[config.mk]
export PLATFORM = sky130hd
export DESIGN_NAME = aseq_ctrl
export DESIGN_NICKNAME = d
export VERILOG_FILES = /design/src/inc/aseq_pkg.sv /design/src/core/aseq_ctrl.sv
export VERILOG_INCLUDE_DIRS = /design/src /design/src/inc
export SDC_FILE = /design/constraint.sdc
export NUM_CORES = 1
export LEC_CHECK = 0
export BUFFER_PORTS_ARGS = -buffer_cell sky130_fd_sc_hd__buf_4
export CAP_MARGIN = 0
export CORE_ASPECT_RATIO = 2
export CORE_MARGIN = 2
export CORE_UTILIZATION = 45
export CTS_CLUSTER_DIAMETER = 40
export DETAILED_ROUTE_END_ITERATION = 7
export SYNTH_ARGS = -nofsm -noshare
export SYNTH_HDL_FRONTEND = slang
export SYNTH_SLANG_ARGS = --single-unit
[constraint.sdc]
create_clock -name clock_i -period 5.7 [get_ports clock_i]
set_clock_uncertainty 0.15 [all_clocks]
set_input_delay 1.14 -clock clock_i [delete_from_list [all_inputs] [get_ports clock_i]]
set_output_delay 1.14 -clock clock_i [all_outputs]
set_load 0.02 [all_outputs]
[src/inc/aseq_defines.svh]
/*
 * Offsets, field positions, reset values and timing figures of the
 * ADC sequence and extra conversion control block.
 * Assumes an 8-bit register port with byte addresses.
 */
`ifndef ASEQ_DEFINES_SVH
`define ASEQ_DEFINES_SVH

// ****************************************
// Register offsets
// ****************************************
`define ASEQ_OFS_SEQ_CTRL   8'hb5
`define ASEQ_OFS_EXT_CTRL   8'hb6
`define ASEQ_OFS_RES_LOW    8'hba
`define ASEQ_OFS_RES_HIGH   8'hbb
`define ASEQ_OFS_RUN_CTRL   8'hc0
`define ASEQ_OFS_IRQ_STAT   8'hc1
`define ASEQ_OFS_IRQ_CLR    8'hc2
`define ASEQ_OFS_IRQ_EN     8'hc3

// ****************************************
// Field positions
// ****************************************
`define ASEQ_RUN_START_BIT  0
`define ASEQ_RUN_BUSY_BIT   6
`define ASEQ_RUN_EOC_BIT    7
`define ASEQ_IRQ_EXT_BIT    0
`define ASEQ_CH_SE_LAST     4'h7
`define ASEQ_CH_DIFF_FIRST  4'h8
`define ASEQ_CH_DIFF_LAST   4'hb
`define ASEQ_DMA_CHANNELS   8

// ****************************************
// Reset values
// ****************************************
`define ASEQ_RST_SEQ_CTRL   8'h10
`define ASEQ_RST_EXT_CTRL   8'h00
`define ASEQ_RST_RES_CH     4'hf

// ****************************************
// Timing
// ****************************************
`define ASEQ_CLK_PERIOD_NS  4
`define ASEQ_CONV_PERIOD_NS 250
`define ASEQ_SETTLE_PERIODS 16
`define ASEQ_DEC_BASE       64

`endif

[src/inc/aseq_pkg.sv]
/*
 * Types of the ADC sequence and extra conversion control block.
 * Assumes aseq_defines.svh holds every offset, field position and timing figure; the state codes are here.
 */
package aseq_pkg;

	// ****************************************
	// Control register layout
	// ****************************************
	typedef struct packed {
		logic [1:0] refsel;
		logic [1:0] decsel;
		logic [3:0] chan;
	} aseq_ctrl_t;

	// ****************************************
	// Converter states
	// ****************************************
	typedef enum logic [1:0] {
		ASEQ_IDLE  = 2'b00,
		ASEQ_SEQ   = 2'b01,
		ASEQ_EXTRA = 2'b10
	} aseq_state_t;

endpackage

[src/core/aseq_ctrl.sv]
/*
 * Conversion sequencing for a sigma-delta ADC: sequence and extra
 * conversion control, result capture, end-of-conversion flag, DMA
 * triggers and the extra-conversion interrupt.
 * Assumes the register port and the filter's result run on clock_i.
 */
`timescale 1ns/1ps
`include "aseq_defines.svh"

module aseq_ctrl #(
	parameter int CONV_PERIOD_NS = `ASEQ_CONV_PERIOD_NS,
	parameter int CNT_W          = 20
) (
	// Clock and reset
	input  wire logic                          clock_i,
	input  wire logic                          sys_rst_i,
	// Register port
	input  wire logic [7:0]                    reg_addr_i,
	input  wire logic [7:0]                    reg_wdata_i,
	input  wire logic                          reg_wr_i,
	input  wire logic                          reg_rd_i,
	output logic      [7:0]                    reg_rdata_o,
	// Multiplexer, reference and filter
	output logic      [3:0]                    mux_channel_o,
	output logic      [1:0]                    ref_select_o,
	output logic      [1:0]                    decimation_o,
	output logic                               conv_start_o,
	output logic                               conv_busy_o,
	input  wire logic [13:0]                   result_i,
	// DMA and interrupt
	output logic                               dma_all_o,
	output logic      [`ASEQ_DMA_CHANNELS-1:0] dma_chan_o,
	output logic                               irq_o
);

	// ****************************************
	// Declarations
	// ****************************************
	aseq_pkg::aseq_ctrl_t  seq_reg;
	aseq_pkg::aseq_ctrl_t  ext_reg;
	aseq_pkg::aseq_state_t state_reg;
	aseq_pkg::aseq_state_t state_next;
	logic [3:0]            cur_ch_reg;
	logic [3:0]            last_ch_reg;
	logic [CNT_W-1:0]      cnt_reg;
	logic                  ext_pend_reg;
	logic [3:0]            res_ch_reg;
	logic [13:0]           res_reg;
	logic                  eoc_reg;
	logic                  irq_stat_reg;
	logic                  irq_en_reg;
	logic [7:0]            rdata_reg;
	logic                  conv_start_reg;
	logic                  dma_all_reg;
	logic [3:0]            mux_reg;
	logic [1:0]            ref_reg;
	logic [1:0]            dec_reg;
	logic                  launch;
	logic [3:0]            launch_ch;
	logic [1:0]            launch_ref;
	logic [1:0]            launch_dec;
	logic                  conv_done;
	logic                  seq_more;
	logic                  wr_seq;
	logic                  wr_ext;
	logic                  wr_run;
	logic                  start_seq;
	logic                  rd_high;
	logic [3:0]            first_ch;

	// Full conversion length in system clocks for a decimation code
	function automatic logic [CNT_W-1:0] conv_cycles(input logic [1:0] dec);
		int n;
		n = ((`ASEQ_DEC_BASE << dec) + `ASEQ_SETTLE_PERIODS) * CONV_PERIOD_NS
			/ `ASEQ_CLK_PERIOD_NS;
		return CNT_W'(n);
	endfunction

	// ****************************************
	// Register decode
	// ****************************************
	assign wr_seq    = reg_wr_i && (reg_addr_i == `ASEQ_OFS_SEQ_CTRL);
	assign wr_ext    = reg_wr_i && (reg_addr_i == `ASEQ_OFS_EXT_CTRL);
	assign wr_run    = reg_wr_i && (reg_addr_i == `ASEQ_OFS_RUN_CTRL);
	assign start_seq = wr_run && reg_wdata_i[`ASEQ_RUN_START_BIT];
	assign rd_high   = reg_rd_i && (reg_addr_i == `ASEQ_OFS_RES_HIGH);

	always_ff @(posedge clock_i or posedge sys_rst_i) begin
		if (sys_rst_i) begin
			seq_reg <= `ASEQ_RST_SEQ_CTRL;
		end else if (wr_seq) begin
			seq_reg <= reg_wdata_i;
		end
	end

	// Channel field clears on extra done unless a new request is waiting
	always_ff @(posedge clock_i or posedge sys_rst_i) begin
		if (sys_rst_i) begin
			ext_reg <= `ASEQ_RST_EXT_CTRL;
		end else if (wr_ext) begin
			ext_reg <= reg_wdata_i;
		end else if (conv_done && state_reg == aseq_pkg::ASEQ_EXTRA && !ext_pend_reg) begin
			ext_reg.chan <= 4'h0;
		end
	end

	// Only a write of the extra field arms an extra conversion
	always_ff @(posedge clock_i or posedge sys_rst_i) begin
		if (sys_rst_i) begin
			ext_pend_reg <= 1'b0;
		end else if (wr_ext) begin
			ext_pend_reg <= 1'b1;
		end else if (launch && state_next == aseq_pkg::ASEQ_EXTRA) begin
			ext_pend_reg <= 1'b0;
		end
	end

	// ****************************************
	// Sequencing
	// ****************************************
	always_comb begin
		if (seq_reg.chan <= `ASEQ_CH_SE_LAST) begin
			first_ch = 4'h0;
		end else if (seq_reg.chan <= `ASEQ_CH_DIFF_LAST) begin
			first_ch = `ASEQ_CH_DIFF_FIRST;
		end else begin
			first_ch = seq_reg.chan;
		end
	end

	assign conv_done = (state_reg != aseq_pkg::ASEQ_IDLE) && (cnt_reg == CNT_W'(1));
	assign seq_more  = (state_reg == aseq_pkg::ASEQ_SEQ) && (cur_ch_reg != last_ch_reg)
		&& (last_ch_reg <= `ASEQ_CH_DIFF_LAST);

	always_comb begin
		launch     = 1'b0;
		state_next = state_reg;
		launch_ch  = cur_ch_reg;
		launch_ref = seq_reg.refsel;
		launch_dec = seq_reg.decsel;
		unique case (state_reg)
			aseq_pkg::ASEQ_IDLE: begin
				if (start_seq) begin
					launch     = 1'b1;
					state_next = aseq_pkg::ASEQ_SEQ;
					launch_ch  = first_ch;
				end else if (ext_pend_reg) begin
					launch     = 1'b1;
					state_next = aseq_pkg::ASEQ_EXTRA;
					launch_ch  = ext_reg.chan;
					launch_ref = ext_reg.refsel;
					launch_dec = ext_reg.decsel;
				end
			end
			aseq_pkg::ASEQ_SEQ: begin
				if (conv_done && seq_more) begin
					launch    = 1'b1;
					launch_ch = cur_ch_reg + 4'h1;
				end else if (conv_done && ext_pend_reg) begin
					launch     = 1'b1;
					state_next = aseq_pkg::ASEQ_EXTRA;
					launch_ch  = ext_reg.chan;
					launch_ref = ext_reg.refsel;
					launch_dec = ext_reg.decsel;
				end else if (conv_done) begin
					state_next = aseq_pkg::ASEQ_IDLE;
				end
			end
			aseq_pkg::ASEQ_EXTRA: begin
				if (conv_done) begin
					state_next = aseq_pkg::ASEQ_IDLE;
				end
			end
			default: begin
				state_next = aseq_pkg::ASEQ_IDLE;
			end
		endcase
	end

	always_ff @(posedge clock_i or posedge sys_rst_i) begin
		if (sys_rst_i) begin
			state_reg <= aseq_pkg::ASEQ_IDLE;
		end else begin
			state_reg <= state_next;
		end
	end

	// Sequence end is latched so a mid-sequence write cannot derail the sweep
	always_ff @(posedge clock_i or posedge sys_rst_i) begin
		if (sys_rst_i) begin
			last_ch_reg <= 4'h0;
		end else if (start_seq && state_reg == aseq_pkg::ASEQ_IDLE) begin
			last_ch_reg <= seq_reg.chan;
		end
	end

	always_ff @(posedge clock_i or posedge sys_rst_i) begin
		if (sys_rst_i) begin
			cnt_reg <= '0;
		end else if (launch) begin
			cnt_reg <= conv_cycles(launch_dec);
		end else if (cnt_reg != '0) begin
			cnt_reg <= cnt_reg - CNT_W'(1);
		end
	end

	always_ff @(posedge clock_i or posedge sys_rst_i) begin
		if (sys_rst_i) begin
			cur_ch_reg     <= 4'h0;
			mux_reg        <= 4'h0;
			ref_reg        <= 2'b00;
			dec_reg        <= 2'b00;
			conv_start_reg <= 1'b0;
		end else begin
			conv_start_reg <= launch;
			if (launch) begin
				cur_ch_reg <= launch_ch;
				mux_reg    <= launch_ch;
				ref_reg    <= launch_ref;
				dec_reg    <= launch_dec;
			end
		end
	end

	// ****************************************
	// Results and end-of-conversion flag
	// ****************************************
	always_ff @(posedge clock_i or posedge sys_rst_i) begin
		if (sys_rst_i) begin
			res_reg    <= '0;
			res_ch_reg <= `ASEQ_RST_RES_CH;
		end else if (conv_done) begin
			res_reg    <= result_i;
			res_ch_reg <= cur_ch_reg;
		end
	end

	always_ff @(posedge clock_i or posedge sys_rst_i) begin
		if (sys_rst_i) begin
			eoc_reg <= 1'b0;
		end else if (conv_done) begin
			eoc_reg <= 1'b1;
		end else if (rd_high) begin
			eoc_reg <= 1'b0;
		end
	end

	// ****************************************
	// DMA triggers
	// ****************************************
	always_ff @(posedge clock_i or posedge sys_rst_i) begin
		if (sys_rst_i) begin
			dma_all_reg <= 1'b0;
		end else begin
			dma_all_reg <= conv_done && state_reg == aseq_pkg::ASEQ_SEQ;
		end
	end

	for (genvar i = 0; i < `ASEQ_DMA_CHANNELS; i++) begin : g_dma
		always_ff @(posedge clock_i or posedge sys_rst_i) begin
			if (sys_rst_i) begin
				dma_chan_o[i] <= 1'b0;
			end else begin
				dma_chan_o[i] <= conv_done && state_reg == aseq_pkg::ASEQ_SEQ
					&& cur_ch_reg == 4'(i);
			end
		end
	end

	// ****************************************
	// Interrupt
	// ****************************************
	always_ff @(posedge clock_i or posedge sys_rst_i) begin
		if (sys_rst_i) begin
			irq_stat_reg <= 1'b0;
		end else if (conv_done && state_reg == aseq_pkg::ASEQ_EXTRA) begin
			irq_stat_reg <= 1'b1;
		end else if (reg_wr_i && reg_addr_i == `ASEQ_OFS_IRQ_CLR
			&& reg_wdata_i[`ASEQ_IRQ_EXT_BIT]) begin
			irq_stat_reg <= 1'b0;
		end
	end

	always_ff @(posedge clock_i or posedge sys_rst_i) begin
		if (sys_rst_i) begin
			irq_en_reg <= 1'b0;
		end else if (reg_wr_i && reg_addr_i == `ASEQ_OFS_IRQ_EN) begin
			irq_en_reg <= reg_wdata_i[`ASEQ_IRQ_EXT_BIT];
		end
	end

	// ****************************************
	// Read data
	// ****************************************
	always_ff @(posedge clock_i or posedge sys_rst_i) begin
		if (sys_rst_i) begin
			rdata_reg <= 8'h00;
		end else if (reg_rd_i) begin
			unique case (reg_addr_i)
				`ASEQ_OFS_SEQ_CTRL: rdata_reg <= {seq_reg.refsel, seq_reg.decsel,
					res_ch_reg + 4'h1};
				`ASEQ_OFS_EXT_CTRL: rdata_reg <= ext_reg;
				`ASEQ_OFS_RES_LOW:  rdata_reg <= {res_reg[5:0], 2'b00};
				`ASEQ_OFS_RES_HIGH: rdata_reg <= res_reg[13:6];
				`ASEQ_OFS_RUN_CTRL: rdata_reg <= {eoc_reg, state_reg != aseq_pkg::ASEQ_IDLE,
					6'h00};
				`ASEQ_OFS_IRQ_STAT: rdata_reg <= {7'h00, irq_stat_reg};
				`ASEQ_OFS_IRQ_EN:   rdata_reg <= {7'h00, irq_en_reg};
				default:            rdata_reg <= 8'h00;
			endcase
		end
	end

	// ****************************************
	// Outputs
	// ****************************************
	assign reg_rdata_o   = rdata_reg;
	assign mux_channel_o = mux_reg;
	assign ref_select_o  = ref_reg;
	assign decimation_o  = dec_reg;
	assign conv_start_o  = conv_start_reg;
	assign conv_busy_o   = state_reg != aseq_pkg::ASEQ_IDLE;
	assign dma_all_o     = dma_all_reg;
	assign irq_o         = irq_stat_reg & irq_en_reg;

endmodule

# Word-level counts from Yosys, hierarchy flattened
# Cells that the tools add are included.
# op_classes
addsub,5
bitwise_logic,2
eq_ne,22
magnitude_cmp,3
n_shift,1
mux,39
mul,1
n_reduce_logical,38
# ops
operator,n
8-bit equality test (second input constant),8
8-bit one-hot mux with 7 select lines,1
20-bit two-way mux,2
32-bit by 6-bit adder with 32-bit output (second input constant),1
32-bit by 8-bit multiplier with 31-bit output (second input constant),1
4-bit two-way mux,8
7-bit by 2-bit left shift with 32-bit output (first input constant),1
1-bit logical AND,26
2-bit two-way mux,13
20-bit by 1-bit adder with 20-bit output,1
20-bit by 1-bit equality test with 1-bit output (second input constant),1
20-bit nonzero test,1
20-bit by 1-bit subtractor with 20-bit output (second input constant),1
4-bit by 3-bit equality test with 1-bit output (second input constant),4
2-bit nonzero test,7
1-bit two-way mux,10
4-bit by 1-bit adder with 4-bit output (second input constant),2
4-bit by 2-bit equality test with 1-bit output (second input constant),2
4-bit <= comparator (second input constant),2
2-bit one-hot mux with 2 select lines,2
4-bit one-hot mux with 2 select lines,1
3-bit != test (second input constant),2
2-bit one-hot mux with 3 select lines,1
2-bit equality test (second input constant),2
other kinds (10),11
# totals
wordCells,140
ff_bits,90
output_inout_bits,28
input_bits,34

# Logic depth before layout (Yosys ltp)
# Gate-level depths: netlist of run 1.
# logic_depth
word_depth,12
mapped_depth,18
depth_no_buf,18

# Worst setup path before layout of run 1
# OpenSTA, ideal clock, no wires.
# synth_timing
path_kind,input port to flip-flop
from,input port reg_addr_i[2]
to,register cnt_reg[16]
arrival_ns,4.667
path_slack_ns,0.748
required_ns,5.415
n_path_buf,0
stages,15
setup_ns,0.135
cell_sequence,or4_1 -> nor4_2 -> o22a_1 -> o21ai_2 -> and2_1 -> ha_1 -> ha_1 -> ha_1 -> ha_1 -> ha_1 -> nor3_1 -> a21oi_1 -> nor2_1 -> xor2_1 -> o21ai_0
# synth_via
elab_chain_len,11
word_cells_on_any_way,14
classes_between,add/sub (2); mul (1); eq/ne (1); shift (1); mux (5); bitwise (1); reduce/logical (3)
# synth_lines
element,line_no,rtl
start: declaration,aseq_ctrl.sv:18,"input wire logic [7:0] reg_addr_i,"
8-bit equality test (*),--,
1-bit logical AND (*),aseq_ctrl.sv:84,assign wr_run = reg_wr_i && (reg_addr_i == `ASEQ_OFS_RUN_CTRL);
1-bit logical AND (*),aseq_ctrl.sv:85,assign start_seq = wr_run && reg_wdata_i[`ASEQ_RUN_START_BIT];
2-bit two-way mux,aseq_ctrl.sv:143,if (start_seq) begin
2-bit one-hot mux with 2 select lines,aseq_ctrl.sv:141,unique case (state_reg)
7-bit by 2-bit left shift with 32-bit output (no line),--,
32-bit by 6-bit adder with 32-bit output (no line),--,
32-bit by 8-bit multiplier with 31-bit output,aseq_ctrl.sv:74,n = ((`ASEQ_DEC_BASE << dec) + `ASEQ_SETTLE_PERIODS) * CONV_PERIOD_NS
1-bit AND (no line),--,
20-bit by 1-bit adder with 20-bit output (no line),--,
20-bit two-way mux,aseq_ctrl.sv:200,end else if (launch) begin
end signal: assignment,aseq_ctrl.sv:201,cnt_reg <= conv_cycles(launch_dec);
end signal: assignment,aseq_ctrl.sv:203,cnt_reg <= cnt_reg - CNT_W'(1);
end: declaration,aseq_ctrl.sv:45,logic [CNT_W-1:0] cnt_reg;
# Mark *: on every way between the ends. The rest lies on a longest branch, timed or not.
# A chain may end at the register's enable or synchronous reset.

# Worst setup path in the final report of run 1
# layout_timing
from,register cnt_reg[12]
to,register cnt_reg[16]
# layout_via
elab_chain_len,12
word_cells_on_any_way,20
classes_between,add/sub (3); mul (1); eq/ne (1); shift (1); mux (8); bitwise (1); reduce/logical (5)
# layout_lines
element,line_no,rtl
20-bit by 1-bit equality test with 1-bit output,aseq_ctrl.sv:131,assign conv_done = (state_reg != aseq_pkg::ASEQ_IDLE) && (cnt_reg == CNT_W'(1));
1-bit logical AND,aseq_ctrl.sv:131,
1-bit logical AND,aseq_ctrl.sv:159,end else if (conv_done && ext_pend_reg) begin
2-bit two-way mux,aseq_ctrl.sv:159,
2-bit two-way mux,aseq_ctrl.sv:156,if (conv_done && seq_more) begin
2-bit one-hot mux with 2 select lines,aseq_ctrl.sv:141,
7-bit by 2-bit left shift with 32-bit output (no line),--,
32-bit by 6-bit adder with 32-bit output (no line),--,
32-bit by 8-bit multiplier with 31-bit output,aseq_ctrl.sv:74,
1-bit AND (no line),--,
20-bit by 1-bit adder with 20-bit output (no line),--,
20-bit two-way mux,aseq_ctrl.sv:200,
# Parallel ways exist; a longest one is shown, timed or not. The select of a mux whose other input is x is not followed.

==> impl_metrics.yaml, run 1 <==
die:
  die_w_um: 77.6
  die_h_um: 151
  rows: 53
  initial_core_util_pct: 46.2
  die_area_um2: 11700
  core_um2: 10500
  io_pins: 62
setup_path:
  arrival_ns: 5.05
  reg2reg_setup_slack_ns: 0.71
  cpMaxStageDelayCell: "or4_4"
  worstPathCellList: "or4_4 -> or3_4 -> or4_4 -> o22ai_2 -> nand3_1 -> and2_1 -> ha_1 -> ha_1 -> ha_1 -> ha_1 -> ha_1 -> nor3_1 -> a21oi_1 -> nor2_1 -> xor2_1 -> o21ai_0"
  rr_startpoint: "cnt_reg[12]"
  timing.rr.end: "cnt_reg[16]"
  crit_end: "cnt_reg[16]"
  critPathKind: "flop to flop"
  crit_family: "simple AND/OR/NAND/NOR gates"
  crit_buf_inv: 0
  crit_start: "cnt_reg[12]"
  critical_path.max_fanout: 6
  crit_path_end_kind: "flop"
  worstSetupStartpointType: "flop"
  crit_path_frequent_cell: "ha_1"
  cp.required_ns: 5.76
  cpPeakStageDelay_ns: 0.60
  r2r_cells: 16
  cp.depth: 16
global_routing:
  grt_pass1_vias: 4106
  grt_max_degree: 48
  antenna_found_initial: 0
  track_usage_pct: 22.1
  grt_pass1_wl_um: 20100
  grt_overflow_total: 0
power_and_ir_drop:
  switching_share_pct: 23.5
  combPwrFrac_pct: 6.8
  p_sw_uw: 321
  p_per_area_nw_per_um2: 237
  leakage_uw: 0.00261
  p_int_uw: 1040
  vdd_drop_max_mv: 0.162
  p_seq_share_pct: 49.0
  p_clk_share_pct: 44.2
clock_tree:
  cts.sinks: 90
  holdBufCountCts: 0
  cts_buffers: 9
  clock_path_buffers: 2
  post_cts_resize_count: 0
  cts_tree: "yes"
  path_clk_slew_ns: 0.07
  post-cts-setup-buffers: 0
  h-tree-depth: 3
  insertion_delay_ns: 0.34
  cts_root_buf: "clkbuf_16"
logic_synthesis:
  synthArstFlopShare_pct: 100
  netlist_area_um2: 4880
  postSynthAreaPerCell_um2: 10.0
  synth_seq_area_share_pct: 46.3
  ys_ff_latch: 90
  ys_warn_count: 0
  syn-num-nets: 547
  synth_flop_cell: "dfrtp_1"
  ys_types: 61
  synth_edf_count: 0
  synthesis.instances: 486
route:
  firstDrtPassIters: 4
  vias: 3892
  vias_per_cell: 5.67
  drc: 0
  routedWlPerCell_um: 17.9
  finalWirelength_um: 12300
  drtIter0Drc: 175
  ant_nets: 0
place:
  port_buffers: 61
  place.gp.congestion: 0.863
  dp_hpwl_um: 9350
timing:
  tns_ns: 0
  worst_slew_pin_slew_ns: 0.916
  finalHoldViolCount: 0
  drv_slew: 0
  max-slew-margin-rel_pct: 38.8
  fin_crit_sh_pct: 87.5
  holdWs_ns: 0.340
  min_period_ns: 4.99
  final-setup-viol-count: 0
  timing.fmax_mhz: 200
  rsz0062_at_grt: "false"
run:
  cap_violations: 0
finish:
  nNetsFinal: 605
  syn_to_final_growth_pct: 18.2
  drive_above_1_share_pct: 24.0
  diodes: 0
  seq_area_um2: 2260
  multi_input_area_um2: 2480
  largest_reg_flops: 20
  fillers: 949
min_path:
  hp-class: "flop to flop"
status:
  status: "completed"
==> cells in the mapped netlist, drive strengths merged (3+ instances only) <==
| cell type | number | area (um2) |
|---|---|---|
| dfrtp | 85 | 2130 |
| nand2 | 53 | 199 |
| nor2 | 42 | 158 |
| mux2 | 28 | 315 |
| nand3 | 27 | 140 |
| ha | 26 | 325 |
| o21ai | 24 | 128 |
| inv | 18 | 67.6 |
| xor2 | 14 | 123 |
| a31oi | 13 | 81.3 |
| and2 | 13 | 81.3 |
| clkbuf | 12 | 45.0 |
| a21oi | 11 | 55.1 |
| a22oi | 11 | 82.6 |
| nor3 | 10 | 55.1 |
| nor4 | 9 | 83.8 |
| xnor2 | 8 | 70.1 |
| or4 | 7 | 60.1 |
| nand4 | 6 | 37.5 |
| a21o | 5 | 37.5 |
| buf | 5 | 25.0 |
| dfstp | 5 | 131 |
| nor3b | 5 | 42.5 |
| or3 | 5 | 41.3 |
| o31ai | 4 | 30.0 |
| and3 | 3 | 18.8 |
| nand2b | 3 | 18.8 |
| nor2b | 3 | 18.8 |
==> area by class of cell <==
type	instances	share of cell area (%)
flip-flops and latches	90	39.2
clock inverters	6	1.30
clock buffers	10	3.97
repair buffers	64	8.34
inverters	18	1.19
well taps	137	2.97
multi-input cells	361	43.0
==> worst min-delay path by stage <==
stage	cells after the start	slack [ns]	from	to
after detailed placement	2	0.32	eoc_reg	eoc_reg
after global routing	2	0.36	res_ch_reg[3]	res_ch_reg[3]
after CTS	2	0.34	eoc_reg	eoc_reg
after floorplan	2	0.30	eoc_reg	eoc_reg
final	2	0.34	eoc_reg	eoc_reg
after global placement	2	0.32	eoc_reg	eoc_reg
==> power by group through the flow <==
| stage | sequential [uW] | combinational, uW | clock, uW |
|---|---|---|---|
| floorplan | 681 | 47.0 | 0 |
| global placement | 680 | 91.8 | 0 |
| detailed placement | 680 | 94.3 | 0 |
| CTS | 668 | 94.7 | 618 |
| global route | 670 | 103 | 644 |
| finish | 668 | 92.4 | 603 |
==> cells in the final DEF (no fill, tap or decap), types with 6 or more instances in the layout <==
cell	Yosys	layout
dfrtp_1	85	85
buf_4	1	64
nand2_1	53	53
nor2_1	42	42
mux2_2	28	28
nand3_1	26	26
ha_1	26	26
o21ai_0	22	22
inv_1	17	16
xor2_1	14	14
a31oi_1	13	13
and2_1	13	13
a21oi_1	11	11
a22oi_1	11	11
nor3_1	9	9
clkbuf_16	0	9
xnor2_1	8	8
nor4_1	6	6
nand4_1	6	6
==> cells by family (layout without fill, tap and decap cells) <==
logic type      after synthesis  after routing  synth area share [%]
buf+inv                      35             98                  2.82
xor+xnor                     22             22                  3.95
flops                        90             90                  46.3
compound gates               90             90                  12.5
mux                          29             29                  6.67
simple gates                193            193                  20.7
fa+ha+maj                    27             27                  7.08
==> metal layers <==
metal  routed length, um  global-route usage [%]
met1                4540                    22.5
met2                6960                    42.3
met3                 362                    3.22
met4                 419                    12.0
met5                   0                       0
==> worst register-to-register path, stage by stage (launching register included) <==
cell and delay [ns]:
dfrtp_1 0.43, or4_4 0.58, or3_4 0.39, or4_4 0.60
o22ai_2 0.24, nand3_1 0.18, and2_1 0.23, ha_1 0.28
ha_1 0.32, ha_1 0.31, ha_1 0.30, ha_1 0.22
nor3_1 0.21, a21oi_1 0.09, nor2_1 0.12, xor2_1 0.14
o21ai_0 0.08
==> per-stage QoR <==
stage	util (%)	cells	cell area (um2)	setup slack, ns	power [uW]
floorplan	-	486	4880	0.748	728
global placement	51.8	670	5460	0.611	771
detailed placement	51.8	670	5460	0.524	775
CTS	54.7	686	5760	0.725	1380
global route	54.7	686	5760	0.452	1420
finish	54.7	686	5760	0.712	1360
Power figures use the tool's default switching activity.
==> inputs of run 2 (changes only) <==
Settings changed: ABC_CLOCK_PERIOD_IN_PS from default to 5700, PLACE_DENSITY from default to 0.63.
==> run 2 against run 1 <==
Sequential cell count is the same. Clock power shrank 1%. Non-clock buffer count is the same. Fmax shrank 1.0%. Core utilization is essentially flat. Cell area is essentially flat. Critical path depth is the same. Global-route usage shrank 0.78 points. Critical path type unchanged. Critical endpoint unchanged. Largest cell class unchanged. Highest routed layer unchanged.
==> impl_metrics.yaml, run 2 (synthesized netlist as in run 1, its figures left out) <==
status:
  status: "completed"
timing:
  final-setup-viol-count: 0
  timing.fmax_mhz: 198
  rsz0062_at_grt: "false"
  max-slew-margin-rel_pct: 38.6
  tns_ns: 0
  drv_slew: 0
  fin_crit_sh_pct: 88.4
  worst_slew_pin_slew_ns: 0.913
  finalHoldViolCount: 0
  min_period_ns: 5.04
setup_path:
  reg2reg_setup_slack_ns: 0.66
  crit_path_frequent_cell: "ha_1"
  timing.rr.end: "cnt_reg[16]"
  worstPathCellList: "or4_4 -> or3_4 -> or4_4 -> o22a_1 -> o21ai_2 -> nand2_1 -> ha_1 -> ha_1 -> ha_1 -> ha_1 -> ha_1 -> nor3_1 -> a21oi_1 -> nor2_1 -> xor2_1 -> o21ai_0"
  crit_family: "simple AND/OR/NAND/NOR gates"
  r2r_cells: 16
  crit_start: "cnt_reg[12]"
  arrival_ns: 5.09
  cpMaxStageDelayCell: "or4_4"
  crit_end: "cnt_reg[16]"
  cp.required_ns: 5.75
  critPathKind: "flop to flop"
  rr_startpoint: "cnt_reg[12]"
  crit_path_end_kind: "flop"
  critical_path.max_fanout: 7
  crit_buf_inv: 0
  worstSetupStartpointType: "flop"
  cp.depth: 16
  cpPeakStageDelay_ns: 0.59
min_path:
  hp-class: "flop to flop"
  holdPathStages: 2
finish:
  nNetsFinal: 605
  stdcell_area_um2: 5760
  post-route-util_pct: 54.6
  largest_reg_flops: 20
  seq_area_um2: 2260
  diodes: 0
  multi_input_area_um2: 2480
  drive_above_1_share_pct: 24.0
  final_common_cell: "dfrtp_1"
  fillers: 973
  syn_to_final_growth_pct: 18.1
  final_cell_mix: "dfrtp_1, buf_4, nand2_1"
die:
  die_w_um: 77.6
  die_area_um2: 11700
  initial_core_util_pct: 46.2
  die_h_um: 151
  io_pins: 62
  rows: 53
  core_um2: 10500
place:
  place.gp.congestion: 0.832
  dpl_cell_area_um2: 5460
  dp_hpwl_um: 9220
  port_buffers: 61
route:
  ant_nets: 0
  drtIter0Drc: 241
  routedWlPerCell_um: 17.7
  drc: 0
  finalWirelength_um: 12100
  vias_per_cell: 5.67
  vias: 3890
  firstDrtPassIters: 4
global_routing:
  grt_pass1_wl_um: 19300
  grt_pass1_vias: 3990
  track_usage_pct: 21.3
  grt_max_degree: 50
  grt_overflow_total: 0
  antenna_found_initial: 0
clock_tree:
  path_clk_slew_ns: 0.06
  cts_buffers: 9
  post_cts_resize_count: 0
  cts_tree: "yes"
  post-cts-setup-buffers: 0
  holdBufCountCts: 0
  h-tree-depth: 3
  insertion_delay_ns: 0.34
  clock_path_buffers: 2
  cts.sinks: 90
  cts_root_buf: "clkbuf_16"
power_and_ir_drop:
  p_per_area_nw_per_um2: 235
  vdd_drop_max_mv: 0.207
  leakage_uw: 0.00261
run:
  cap_violations: 0
run 2: changes by cell type in the layout (fill, tap and decap cells not counted):
cell,before,now
inv_6,1,2
inv_8,1,0
run 2: final cells by class:
| cell class | count | area share, % |
|---|---|---|
| Clock buffer | 10 | 3.97 |
| Multi-Input combinational cell | 361 | 43.0 |
| Tap cell | 137 | 2.98 |
| Sequential cell | 90 | 39.2 |
| Inverter | 18 | 1.19 |
| Timing Repair Buffer | 64 | 8.34 |
| Clock inverter | 6 | 1.26 |
run 2: power by group:
| part | total, uW | switching, uW | leakage [uW] | internal, uW |
|---|---|---|---|---|
| clock | 596 | 251 | 0.000144 | 345 |
| sequential | 668 | 12.7 | 0.00112 | 655 |
| combinational | 92.6 | 50.4 | 0.00135 | 42.2 |
| total | 1360 | 314 | 0.00261 | 1040 |
run 2: worst min path at each step:
stage	start	end	slack, ns
final	res_ch_reg[1]	res_ch_reg[1]	0.34
after global routing	eoc_reg	eoc_reg	0.36
after CTS	eoc_reg	eoc_reg	0.35
after detailed placement	eoc_reg	eoc_reg	0.33
after global placement	eoc_reg	eoc_reg	0.31
after floorplan	eoc_reg	eoc_reg	0.30
run 2: layer usage:
layer  wire length, um  vias up  global-route usage, %
li1                  -     1856                      -
met1              4250     1907                   20.8
met2              7060       94                   42.3
met3               357       33                   3.28
met4               442        0                   10.2
met5                 0        -                      0
run 2: tightest hold or removal path: stages (launching register included):
cell and delay, ns:
dfstp_2 0.38, nand2_1 0.04, o21ai_0 0.07
run 2: stage by stage:
step	std cells	total power (uW)	hold WS (ns)	setup WS (ns)
3_5_place_dp	670	774	0.331	0.452
4_1_cts	686	1370	0.349	0.646
2_1_floorplan	486	728	0.296	0.748
3_3_place_gp	670	771	0.310	0.575
6_report	686	1360	0.344	0.662
5_1_grt	686	1410	0.359	0.398
